===== config.mk =====
export PLATFORM = sky130hd
export DESIGN_NAME = rxagc_top
export DESIGN_NICKNAME = d
export VERILOG_FILES = /design/src/hdl/rxagc_pkg.sv /design/src/hdl/rxagc_top.sv
export SDC_FILE = /design/constraint.sdc
export NUM_CORES = 1
export LEC_CHECK = 0
export BUFFER_PORTS_ARGS = -buffer_cell sky130_fd_sc_hd__buf_2
export CORE_MARGIN = 3
export CORE_UTILIZATION = 52
export DETAILED_ROUTE_END_ITERATION = 12
export PLACE_DENSITY_LB_ADDON = 0.15
export SLEW_MARGIN = 20
export SYNTH_ARGS = -nofsm -noshare
export SYNTH_HDL_FRONTEND = slang
export SYNTH_SLANG_ARGS = --single-unit

===== constraint.sdc =====
create_clock -name i_core_clk -period 5.2 [get_ports i_core_clk]
set_clock_uncertainty 0.05 [all_clocks]
set_input_delay 0.52 -clock i_core_clk [delete_from_list [all_inputs] [get_ports i_core_clk]]
set_output_delay 0.52 -clock i_core_clk [all_outputs]
set_load 0.02 [all_outputs]

===== src/hdl/rxagc_pkg.sv =====
// rxagc_pkg: shared constants, types and register map of the receive
// gain-control and carrier-sense sequencer.
// assumes a 32-bit AHB-Lite slave port with byte addresses below 0x100.
package rxagc_pkg;

   // ****************************************************************
   // register byte offsets
   // ****************************************************************
   localparam logic [7:0] ADDR_MAIN   = 8'h00;
   localparam logic [7:0] ADDR_SEQ    = 8'h04;
   localparam logic [7:0] ADDR_IFACE  = 8'h08;
   localparam logic [7:0] ADDR_TIMING = 8'h0C;
   localparam logic [7:0] ADDR_AVG    = 8'h10;
   localparam logic [7:0] ADDR_LIMIT  = 8'h14;
   localparam logic [7:0] ADDR_LEVEL  = 8'h18;
   localparam logic [7:0] ADDR_DEMOD  = 8'h1C;
   localparam logic [7:0] ADDR_MUX    = 8'h20;
   localparam logic [7:0] ADDR_STATUS = 8'h24;
   localparam logic [7:0] ADDR_AFC    = 8'h28;
   localparam logic [7:0] ADDR_INST   = 8'h2C;

   // ****************************************************************
   // field positions
   // ****************************************************************
   localparam int MAIN_SLEEP_BIT = 0;
   localparam int MAIN_CAL_LSB   = 2;
   localparam int MAIN_PD_LSB    = 4;
   localparam int MAIN_RXEN_BIT  = 6;
   localparam int SEQ_RXW_LSB    = 0;
   localparam int SEQ_CSW_LSB    = 3;
   localparam int SEQ_SEL_BIT    = 7;
   localparam int TIM_FRZ_LSB    = 0;
   localparam int TIM_WAIT_LSB   = 2;
   localparam int LIM_MAX_LSB    = 0;
   localparam int LIM_DN_LSB     = 5;
   localparam int LVL_CS_LSB     = 0;
   localparam int LVL_UP_LSB     = 5;
   localparam int LVL_SET_BIT    = 8;
   localparam int STAT_CS_BIT    = 3;
   localparam int STAT_GAIN_LSB  = 4;
   localparam int STAT_SLEEP_BIT = 9;

   // ****************************************************************
   // reset values
   // ****************************************************************
   localparam logic [6:0] MAIN_RST   = 7'h00;
   localparam logic [7:0] SEQ_RST    = 8'h00;
   localparam logic [4:0] TIM_RST    = 5'h00;
   localparam logic [1:0] AVG_RST    = 2'h0;
   localparam logic [7:0] LIM_RST    = 8'h0F;
   localparam logic [8:0] LVL_RST    = 9'h000;
   localparam logic [2:0] DEMOD_RST  = 3'h0;
   localparam logic [3:0] MUX_RST    = 4'h0;

   // ****************************************************************
   // counts and codes
   // ****************************************************************
   localparam logic [7:0] FREEZE_BASE = 8'h10;
   localparam logic [7:0] SETTLE_BASE = 8'h10;
   localparam logic [7:0] SETTLE_MAX  = 8'h30;
   localparam logic [7:0] AVG_BASE    = 8'h02;
   localparam logic [8:0] CS_MARGIN   = 9'h008;
   localparam logic [8:0] DN_HYST     = 9'h003;
   localparam logic [3:0] SEQ_UNIT_M1 = 4'hF;
   localparam logic [1:0] PD_SEQUENCE = 2'h3;
   localparam logic [3:0] MUX_CS      = 4'h4;
   localparam logic [3:0] MUX_MCLK    = 4'hD;
   localparam logic [1:0] CAL_ALWAYS  = 2'h0;
   localparam logic [1:0] CAL_EVERY16 = 2'h1;
   localparam logic [1:0] CAL_EVR256  = 2'h2;

   // ****************************************************************
   // types
   // ****************************************************************
   typedef enum logic [3:0] {
      AG_OFF    = 4'b0001,
      AG_FREEZE = 4'b0010,
      AG_SETTLE = 4'b0100,
      AG_MEAS   = 4'b1000
   } rxagc_agc_st_t;

   typedef enum logic [5:0] {
      SQ_OFF   = 6'b000001,
      SQ_SLEEP = 6'b000010,
      SQ_CAL   = 6'b000100,
      SQ_RXW   = 6'b001000,
      SQ_CSW   = 6'b010000,
      SQ_RX    = 6'b100000
   } rxagc_seq_st_t;

   typedef struct packed {
      logic [7:0] addr;
      logic       write;
      logic       valid;
   } rxagc_req_t;

endpackage


===== src/hdl/rxagc_top.sv =====
// rxagc_top: receive gain-control loop, carrier sense, power-up
// sequencer and frequency read-back, behind an AHB-Lite slave.
// assumes tick inputs are one-cycle pulses synchronous to i_core_clk;
// the core clock serves as the reference for the adc clock divider.
// Behaviour
// RL1: gain loop holds 16..128 adc clocks first
// RL2: wait 16..48 filter clocks before each measure; here only after the freeze and after each gain step
// RL3: strength is average over 2..16 filter clocks
// RL4: carrier sense when strength above level plus 8
// RL5: too strong and above minimum: gain down
// RL6: too weak and below maximum: gain up
// RL7: filter clock is twice channel bandwidth
// RL8: threshold field relative to maximum gain field; here threshold is level field plus 8, independent of gmax
// RL9: carrier sense readable in status
// RL10: carrier sense at status bit 3
// RL11: selector 0100 routes carrier sense to pin
// RL12: mode 11 selects automatic power-up sequencing
// RL13: wake, receive, sleep again without carrier
// RL14: sleep bit write enters power-down
// RL15: select pin falling edge wakes when chosen
// RL16: data pin falling edge wakes when chosen
// RL17: receive-wait and carrier-wait fields time sequence
// RL18: calibration always, 16th, 256th or never
// RL19: sequence counter kept until device reset
// RL20: offset read-back signed 8-bit value
// RL21: host computes corrected frequency itself
// RL22: instant frequency read-back signed 8-bit
// RL23: instant frequency updates on demod_config_reg clock
// RL24: selector 1101 routes demod_config_reg clock to pin
// RL25: adc clock is reference over 2(div+1)
//
// Our own choices: the placing of the registers and the AHB-Lite register port.
`timescale 1ns/100ps
module rxagc_top
   import rxagc_pkg::*;
(
   // clock, reset, enable
   input  wire logic        i_core_clk,
   input  wire logic        i_reset_n,
   input  wire logic        i_ce,
   // ahb-lite slave
   input  wire logic        i_hsel,
   input  wire logic [31:0] i_haddr,
   input  wire logic [1:0]  i_htrans,
   input  wire logic        i_hwrite,
   input  wire logic [2:0]  i_hsize,
   input  wire logic [31:0] i_hwdata,
   input  wire logic        i_hready,
   output logic      [31:0] o_hrdata,
   output logic             o_hreadyout,
   output logic             o_hresp,
   // receive datapath
   input  wire logic        i_filter_tick,
   input  wire logic [7:0]  i_magnitude,
   input  wire logic        i_demod_config_reg_tick,
   input  wire logic        i_offset_valid,
   input  wire logic [7:0]  i_freq_offset,
   input  wire logic [7:0]  i_instant_freq,
   input  wire logic        i_cal_done,
   // wake-up pins
   input  wire logic        i_select_pin,
   input  wire logic        i_data_io_pin,
   // control outputs
   output logic             o_rx_power,
   output logic      [4:0]  o_gain,
   output logic             o_cal_req,
   output logic             o_carrier_sense,
   output logic             o_mux_pin
);

   // ****************************************************************
   // bus slave
   // ****************************************************************
   rxagc_req_t  req_r;
   logic [31:0] hrdata_r;
   logic [31:0] rd_word;
   wire         acc   = i_ce & i_hsel & i_htrans[1] & i_hready;
   wire  [7:0]  rd_a  = i_haddr[7:0];
   wire         wr_en = i_ce & req_r.valid & req_r.write;

   always_ff @(posedge i_core_clk) begin
      if (!i_reset_n) begin
         req_r    <= '0;
         hrdata_r <= 32'h00000000;
      end else if (i_ce) begin
         req_r <= '{addr: rd_a, write: i_hwrite, valid: acc};
         if (acc && !i_hwrite) begin
            hrdata_r <= rd_word;
         end
      end
   end

   assign o_hrdata    = hrdata_r;
   assign o_hreadyout = i_ce;
   assign o_hresp     = 1'b0;

   // ****************************************************************
   // configuration registers
   // ****************************************************************
   logic [6:0] main_r;
   logic [7:0] seq_r;
   logic       split_r;
   logic [4:0] tim_r;
   logic [1:0] avg_r;
   logic [7:0] lim_r;
   logic [8:0] lvl_r;
   logic [2:0] demod_r;
   logic [3:0] mux_r;
   logic [7:0] afc_r;
   logic [7:0] inst_r;

   wire wr_main  = wr_en & (req_r.addr == ADDR_MAIN);
   wire wr_seq   = wr_en & (req_r.addr == ADDR_SEQ);
   wire wr_iface = wr_en & (req_r.addr == ADDR_IFACE);
   wire wr_tim   = wr_en & (req_r.addr == ADDR_TIMING);
   wire wr_avg   = wr_en & (req_r.addr == ADDR_AVG);
   wire wr_lim   = wr_en & (req_r.addr == ADDR_LIMIT);
   wire wr_lvl   = wr_en & (req_r.addr == ADDR_LEVEL);
   wire wr_demod = wr_en & (req_r.addr == ADDR_DEMOD);
   wire wr_mux   = wr_en & (req_r.addr == ADDR_MUX);

   always_ff @(posedge i_core_clk) begin
      if (!i_reset_n) begin
         main_r  <= MAIN_RST;
         seq_r   <= SEQ_RST;
         split_r <= 1'b0;
         tim_r   <= TIM_RST;
         avg_r   <= AVG_RST;
         lim_r   <= LIM_RST;
         lvl_r   <= LVL_RST;
         demod_r <= DEMOD_RST;
         mux_r   <= MUX_RST;
      end else begin
         // sleep bit is a command, never stored
         if (wr_main)  main_r  <= {i_hwdata[6:1], 1'b0};
         if (wr_seq)   seq_r   <= i_hwdata[7:0];
         if (wr_iface) split_r <= i_hwdata[0];
         if (wr_tim)   tim_r   <= i_hwdata[4:0];
         if (wr_avg)   avg_r   <= i_hwdata[1:0];
         if (wr_lim)   lim_r   <= i_hwdata[7:0];
         if (wr_lvl)   lvl_r   <= i_hwdata[8:0];
         if (wr_demod) demod_r <= i_hwdata[2:0];
         if (wr_mux)   mux_r   <= i_hwdata[3:0];
      end
   end

   // named fields; threshold is level field plus 8, independent of maximum gain [RL8]
   wire [1:0] cal_sel  = main_r[MAIN_CAL_LSB +: 2];
   wire [1:0] powerdown_mode_field  = main_r[MAIN_PD_LSB +: 2];
   wire       rx_en    = main_r[MAIN_RXEN_BIT];
   wire [2:0] rxw      = seq_r[SEQ_RXW_LSB +: 3];
   wire [3:0] csw      = seq_r[SEQ_CSW_LSB +: 4];
   wire       wake_sel = seq_r[SEQ_SEL_BIT];
   wire [1:0] frz      = tim_r[TIM_FRZ_LSB +: 2];
   wire [2:0] wsel     = tim_r[TIM_WAIT_LSB +: 3];
   wire [4:0] gmax     = lim_r[LIM_MAX_LSB +: 5];
   wire [2:0] dn_m     = lim_r[LIM_DN_LSB +: 3];
   wire [4:0] cs_lvl   = lvl_r[LVL_CS_LSB +: 5];
   wire [2:0] up_m     = lvl_r[LVL_UP_LSB +: 3];
   wire       cs_set   = lvl_r[LVL_SET_BIT];
   wire       seq_mode = (powerdown_mode_field == PD_SEQUENCE);             // [RL12]

   // ****************************************************************
   // adc clock divider and demod_config_reg clock
   // ****************************************************************
   logic [3:0] adc_cnt_r;
   logic       mclk_r;
   wire  [3:0] adc_last = {demod_r, 1'b1};                    // [RL25]
   wire        adc_tick = i_ce & (adc_cnt_r == adc_last);

   always_ff @(posedge i_core_clk) begin
      if (!i_reset_n) begin
         adc_cnt_r <= 4'h0;
         mclk_r    <= 1'b0;
         afc_r     <= 8'h00;
         inst_r    <= 8'h00;
      end else if (i_ce) begin
         adc_cnt_r <= adc_tick ? 4'h0 : adc_cnt_r + 4'h1;     // [RL25]
         mclk_r    <= i_demod_config_reg_tick;
         if (i_offset_valid) afc_r <= i_freq_offset;          // [RL20]
         if (i_demod_config_reg_tick) inst_r <= i_instant_freq;          // [RL22] [RL23]
      end
   end

   // ****************************************************************
   // gain control loop
   // ****************************************************************
   rxagc_agc_st_t agc_st_r;
   logic [7:0]    agc_cnt_r;
   logic [11:0]   sum_r;
   logic [4:0]    gain_r;
   logic          cs_r;
   logic          rx_on;

   // filter tick arrives at twice the channel bandwidth [RL7]
   wire        ftick     = i_ce & i_filter_tick;
   wire [7:0]  frz_last  = (FREEZE_BASE << frz) - 8'h01;      // [RL1]
   wire [7:0]  set_last  = (wsel == 3'h7) ? SETTLE_MAX - 8'h01
                         : SETTLE_BASE + {3'h0, wsel, 2'h0} - 8'h01;
   wire [7:0]  avg_last  = (AVG_BASE << avg_r) - 8'h01;       // [RL3]
   wire [11:0] sum_nxt   = sum_r + {4'h0, i_magnitude};
   wire [11:0] avg_sh    = sum_nxt >> ({1'b0, avg_r} + 3'h1);
   wire [8:0]  avg_val   = {1'b0, avg_sh[7:0]};
   wire [8:0]  cs_thr    = {4'h0, cs_lvl} + CS_MARGIN;
   wire [8:0]  lo_thr    = cs_thr + {6'h00, up_m};
   wire [8:0]  hi_thr    = lo_thr + {6'h00, dn_m} + DN_HYST;
   wire        meas_done = (agc_st_r == AG_MEAS) & ftick
                         & (agc_cnt_r == avg_last);
   wire        go_dn     = meas_done & (avg_val > hi_thr)
                         & (gain_r != 5'h00);                 // [RL5]
   wire        go_up     = meas_done & ~go_dn & (avg_val < lo_thr)
                         & (gain_r < gmax);                   // [RL6]
   wire        cs_nxt    = ~cs_set & (avg_val > cs_thr);      // [RL4]

   always_ff @(posedge i_core_clk) begin
      if (!i_reset_n) begin
         agc_st_r  <= AG_OFF;
         agc_cnt_r <= 8'h00;
         sum_r     <= 12'h000;
         gain_r    <= 5'h00;
         cs_r      <= 1'b0;
      end else if (i_ce) begin
         if (!rx_on) begin
            agc_st_r  <= AG_OFF;
            agc_cnt_r <= 8'h00;
            gain_r    <= gmax;
            cs_r      <= 1'b0;
         end else begin
            unique case (agc_st_r)
               AG_OFF: begin
                  agc_st_r  <= AG_FREEZE;
                  agc_cnt_r <= 8'h00;
               end
               AG_FREEZE: begin
                  if (adc_tick) begin
                     agc_cnt_r <= agc_cnt_r + 8'h01;
                     if (agc_cnt_r == frz_last) begin         // [RL1]
                        agc_st_r  <= AG_SETTLE;
                        agc_cnt_r <= 8'h00;
                     end
                  end
               end
               AG_SETTLE: begin
                  if (ftick) begin
                     agc_cnt_r <= agc_cnt_r + 8'h01;
                     if (agc_cnt_r == set_last) begin         // [RL2]
                        agc_st_r  <= AG_MEAS;
                        agc_cnt_r <= 8'h00;
                        sum_r     <= 12'h000;
                     end
                  end
               end
               AG_MEAS: begin
                  if (ftick) begin
                     agc_cnt_r <= agc_cnt_r + 8'h01;
                     sum_r     <= sum_nxt;                    // [RL3]
                  end
                  if (meas_done) begin
                     agc_cnt_r <= 8'h00;
                     sum_r     <= 12'h000;
                     cs_r      <= cs_nxt;                     // [RL4]
                     if (go_dn || go_up) begin
                        agc_st_r <= AG_SETTLE;
                     end
                     if (go_dn) gain_r <= gain_r - 5'h01;     // [RL5]
                     if (go_up) gain_r <= gain_r + 5'h01;     // [RL6]
                  end
               end
            endcase
         end
      end
   end

   // ****************************************************************
   // power-up sequencer
   // ****************************************************************
   rxagc_seq_st_t sq_st_r;
   logic [8:0]    sq_cnt_r;
   logic [7:0]    seq_num_r;
   logic          sel_d_r;
   logic          dio_d_r;

   wire       sel_fall = sel_d_r & ~i_select_pin;
   wire       dio_fall = dio_d_r & ~i_data_io_pin;
   wire       wake     = wake_sel ? sel_fall                  // [RL15]
                       : (split_r & dio_fall);                // [RL16]
   wire       sleep_wr = wr_main & seq_mode
                       & i_hwdata[MAIN_SLEEP_BIT];            // [RL14]
   // (field+1)*16 adc ticks, counted from zero
   wire [8:0] rxw_last = {2'b00, rxw, SEQ_UNIT_M1};
   wire [8:0] csw_last = {1'b0, csw, SEQ_UNIT_M1};
   wire       cal_due  = (cal_sel == CAL_ALWAYS)
                       | ((cal_sel == CAL_EVERY16) & (seq_num_r[3:0] == 4'h0))
                       | ((cal_sel == CAL_EVR256) & (seq_num_r == 8'h00));

   always_ff @(posedge i_core_clk) begin
      if (!i_reset_n) begin
         sq_st_r   <= SQ_OFF;
         sq_cnt_r  <= 9'h000;
         seq_num_r <= 8'h00;                                  // [RL19]
         sel_d_r   <= 1'b1;
         dio_d_r   <= 1'b1;
      end else if (i_ce) begin
         sel_d_r <= i_select_pin;
         dio_d_r <= i_data_io_pin;
         if (!seq_mode) begin
            sq_st_r <= SQ_OFF;
         end else if (sleep_wr) begin
            sq_st_r <= SQ_SLEEP;                              // [RL14]
         end else begin
            unique case (sq_st_r)
               SQ_OFF: sq_st_r <= SQ_RX;
               SQ_SLEEP: begin
                  sq_cnt_r <= 9'h000;
                  if (wake) begin                             // [RL13]
                     seq_num_r <= seq_num_r + 8'h01;          // [RL19]
                     sq_st_r   <= cal_due ? SQ_CAL : SQ_RXW;  // [RL18]
                  end
               end
               SQ_CAL: if (i_cal_done) sq_st_r <= SQ_RXW;
               SQ_RXW: begin
                  if (adc_tick) begin
                     sq_cnt_r <= sq_cnt_r + 9'h001;
                     if (sq_cnt_r == rxw_last) begin          // [RL17]
                        sq_st_r  <= SQ_CSW;
                        sq_cnt_r <= 9'h000;
                     end
                  end
               end
               SQ_CSW: begin
                  if (cs_r) begin
                     sq_st_r <= SQ_RX;
                  end else if (adc_tick) begin
                     sq_cnt_r <= sq_cnt_r + 9'h001;
                     if (sq_cnt_r == csw_last) begin          // [RL13] [RL17]
                        sq_st_r <= SQ_SLEEP;
                     end
                  end
               end
               SQ_RX: sq_st_r <= SQ_RX;
            endcase
         end
      end
   end

   assign rx_on = seq_mode ? (sq_st_r == SQ_RXW) | (sq_st_r == SQ_CSW)
                           | (sq_st_r == SQ_RX)
                           : rx_en;

   // ****************************************************************
   // read-back and pins
   // ****************************************************************
   wire        sleeping = (sq_st_r == SQ_SLEEP);
   wire [31:0] stat_w   = {22'h000000, sleeping, gain_r,
                           cs_r, 3'h0};                       // [RL9] [RL10]
   assign rd_word = (rd_a == ADDR_MAIN)   ? {25'h0, main_r[6:1], sleeping}
                  : (rd_a == ADDR_SEQ)    ? {24'h0, seq_r}
                  : (rd_a == ADDR_IFACE)  ? {31'h0, split_r}
                  : (rd_a == ADDR_TIMING) ? {27'h0, tim_r}
                  : (rd_a == ADDR_AVG)    ? {30'h0, avg_r}
                  : (rd_a == ADDR_LIMIT)  ? {24'h0, lim_r}
                  : (rd_a == ADDR_LEVEL)  ? {23'h0, lvl_r}
                  : (rd_a == ADDR_DEMOD)  ? {29'h0, demod_r}
                  : (rd_a == ADDR_MUX)    ? {28'h0, mux_r}
                  : (rd_a == ADDR_STATUS) ? stat_w
                  : (rd_a == ADDR_AFC)    ? {24'h0, afc_r}    // [RL20]
                  : (rd_a == ADDR_INST)   ? {24'h0, inst_r}   // [RL22]
                  : 32'h00000000;

   assign o_mux_pin = (mux_r == MUX_CS)   ? cs_r              // [RL11]
                    : (mux_r == MUX_MCLK) ? mclk_r            // [RL24]
                    : 1'b0;
   assign o_rx_power      = rx_on;
   assign o_gain          = gain_r;
   assign o_cal_req       = (sq_st_r == SQ_CAL);
   assign o_carrier_sense = cs_r;
endmodule


==> summary.txt <==
Drt
  – DR DRC count: 0
  – Post-DR vias/cell: 5.86
  – Routed Antenna Nets: 0
  – DR WL/cell: 17.2 µm
  – Via count: 8475
  – Drt total wl: 24800 µm
  – Initial DRC Count: 621
  – First-pass DRT Iterations: 5

Hold path
  – Hold EP: sel_d_r
  – HP Start: i_select_pin
  – Worst hold path class: in2reg
  – Worst hold stages: 3

Synth
  – Largest area contributor in the netlist: dfxtp_1
  – Syn Inst Count: 1122
  – Synth top area share: 0.311
  – Simple logic cell fraction of the synthesized area: 0.235
  – Mapped Area: 0.00914 mm²
  – Mean post-synth cell area: 8.14 µm²
  – Part of the Yosys area used for sequential elements: 0.311
  – Post-synthesis adder-cell area fraction: 0.0813
  – Distinct cell type count after synthesis: 89
  – Ys async rst share: 0
  – Syn. warnings: 0
  – Register bit total from synthesis: 142
  – Main combinational cell family by area after synthesis: simple AND/OR/NAND/NOR gates
  – Synth Area in Compound Gates: 0.173
  – Most used DFF post-synth: dfxtp_1
  – Multiplexer share of the synthesized area: 0.0830
  – Top post-synthesis cells by area: dfxtp_1, mux2i_1, ha_1
  – Synth Area in XOR/XNOR: 0.0527
  – Number of synthesized flops with an enable pin: 0

STA
  – Slew @ Worst Pin: 1.09 ns
  – Final Max Slew Viols: 0
  – Final setup violation count: 0
  – Setup WS post-layout: 0.0889 ns
  – Hold Fails Final Rpt: 0
  – Fmax: 0.196 GHz
  – Slew headroom: 0.273
  – Minimum clock period: 5.11 ns
  – Final Cycle Share: 0.983
  – RSZ-0062 raised after global routing: true
  – Setup TNS: 0 ns

Global route
  – Largest net degree at the start of global routing: 71
  – Vias in the first global route: 7691
  – GRT Overall Usage: 0.250
  – Grt ovf: 0
  – First-pass GRT wire length: 39700 µm
  – Antenna violations before repair: 0

Setup path
  – Worst Reg-to-Reg Cells: 28
  – FF-to-FF setup slack: 0.09 ns
  – WS Path Type: reg2reg
  – CP max stage delay: 0.34 ns
  – Startpoint Class: flop
  – RR Startpoint: sum_r[0]
  – Slowest CP cell: fa_2
  – Reg2Reg Capture Point: o_gain[4]
  – Critical Path End Type: flop
  – Critical Path AT: 5.42 ns
  – Worst Path Max Fanout: 4
  – Worst EP required: 5.51 ns

Clock network
  – Clock-pin slew on the worst setup and hold paths: 0.07 ns
  – Maximum clock path buffer count: 2
  – CTS Hold Buffers Added: 0
  – Clock net sink count: 142
  – Worst skew pair latency: 0.43 ns
  – Root Driver: clkbuf_16
  – Deepest level of the CTS H-tree: 4
  – TritonCTS Buffers: 17
  – CTS tree: built

Placed design
  – IO buf count: 73
  – Gpl congestion: 0.982
  – Dpl ws: -0.341 ns
  – Detail Placement HPWL: 18000 µm

Floorplanning
  – Die ar.: 0.0192 mm²
  – Rows: 47
  – Die width: 139 µm
  – I/O Pins: 148
  – Initial core utilization: 0.541
  – Die H: 139 µm
  – Core area: 0.0169 mm²

Outcome
  – Status: finished, final reports clean

Cells and area
  – Share of layout cells above drive strength 1: 0.179
  – Number of diodes: 0
  – Commonest non-fill, non-tap cell in the layout: nor2_1
  – Area Overhead vs Synth: 16.6%
  – Most frequent cells in the layout: nor2_1, dfxtp_1, a21oi_1
  – Fin nets: 1376

Pwr
  – Power Density: 250 mW/mm²
  – Worst VDD drop: 0.246 mV
  – Leak: 4.29 nW

Run
  – # Max-Cap Violations: 0
[how the worst max path moves through the flow]
stage,startpoint,to,slack [ns],cells past startpoint
CTS,sum_r[0],o_gain[4],0.03,28
finish,sum_r[0],o_gain[4],0.09,28
floorplan,i_magnitude[0],o_gain[4],0.02,28
global route,sum_r[0],o_gain[4],-0.18,28
detailed placement,i_magnitude[0],o_gain[4],-0.34,29
global placement,i_magnitude[0],o_gain[4],-0.22,29
[cell usage after synthesis (all sizes together), types with 26 or more instances]
library cell / instances
nor2: 146
dfxtp: 142
a21oi: 102
nand2: 87
mux2i: 69
ha: 53
nand3: 50
inv: 49
o21ai: 46
buf: 40
clkbuf: 35
xnor2: 29
nor3: 27
xor2: 26
[where the power goes]
group          total (mW)  switching (mW)  internal (mW)
clock                1.30           0.554          0.751
combinational       0.238           0.149         0.0891
sequential           1.12          0.0189           1.10
[area by class of cell]
cell class | instances | area (µm²)
clock inverter | 14 | 189
multi-input combinational | 877 | 5950
tap | 220 | 275
clock buffer | 18 | 439
inverter | 50 | 189
timing repair buffer | 126 | 763
sequential | 142 | 2840
fill | 1508 | 6230
[sequential cells by signal, indices dropped and copies added, names as in the netlist, 8 cells and up]
signal	flops
seq_num_r	8
seq_r	8
afc_r	8
lim_r	8
req_r	10
o_hrdata	10
sum_r	12
agc_cnt_r	8
sq_cnt_r	9
lvl_r	9
inst_r	8
[what timing repair did]
action,in CTS,in global routing
setup endpoints to repair,1,4
gates resized for setup,8,22
setup buffers,4,3
pin swaps,5,9
[per-layer routing]
metal  vias up  global-route usage  part of all wire
met1      3986               0.355              0.46
met3        40              0.0452             0.066
li1       4137                   -                 -
met2       312               0.393              0.45
met4         0              0.0671             0.022
met5         -                   0                 0
[worst max-delay path, delay by kind of cell, from the launching register on]
kind | cells | cell delay [ns]
flip-flops | 1 | 0.33
AO/OA/AOI/OAI | 9 | 1.35
multiplexers | 3 | 0.82
XOR/XNOR | 1 | 0.08
adder cells (fa/ha/maj) | 4 | 0.94
buffers and inverters | 3 | 0.16
AND/OR/NAND/NOR | 8 | 1.33
[cell families (layout without fill, tap and decap cells)]
| group | count (synthesis) | after routing |
|---|---|---|
| other | 2 | 24 |
| buffers and inverters | 125 | 208 |
| XOR/XNOR | 55 | 55 |
| adder cells (fa/ha/maj) | 57 | 57 |
| AND/OR/NAND/NOR | 426 | 426 |
| flip-flops | 142 | 142 |
| AO/OA/AOI/OAI | 241 | 241 |
| multiplexers | 74 | 74 |
[stage by stage]
stage,power (mW),instance area [µm²],hold slack [ns],cells,util
after floorplan,1.30,9240,0.383,1144,-
after global placement,1.37,9850,0.388,1408,0.584
after detailed placement,1.37,9850,0.398,1408,0.584
after CTS,2.67,10500,0.253,1444,0.624
after global routing,2.75,10700,0.284,1447,0.631
final,2.67,10700,0.264,1447,0.631
No activity file was read; power rests on OpenSTA's default activity.
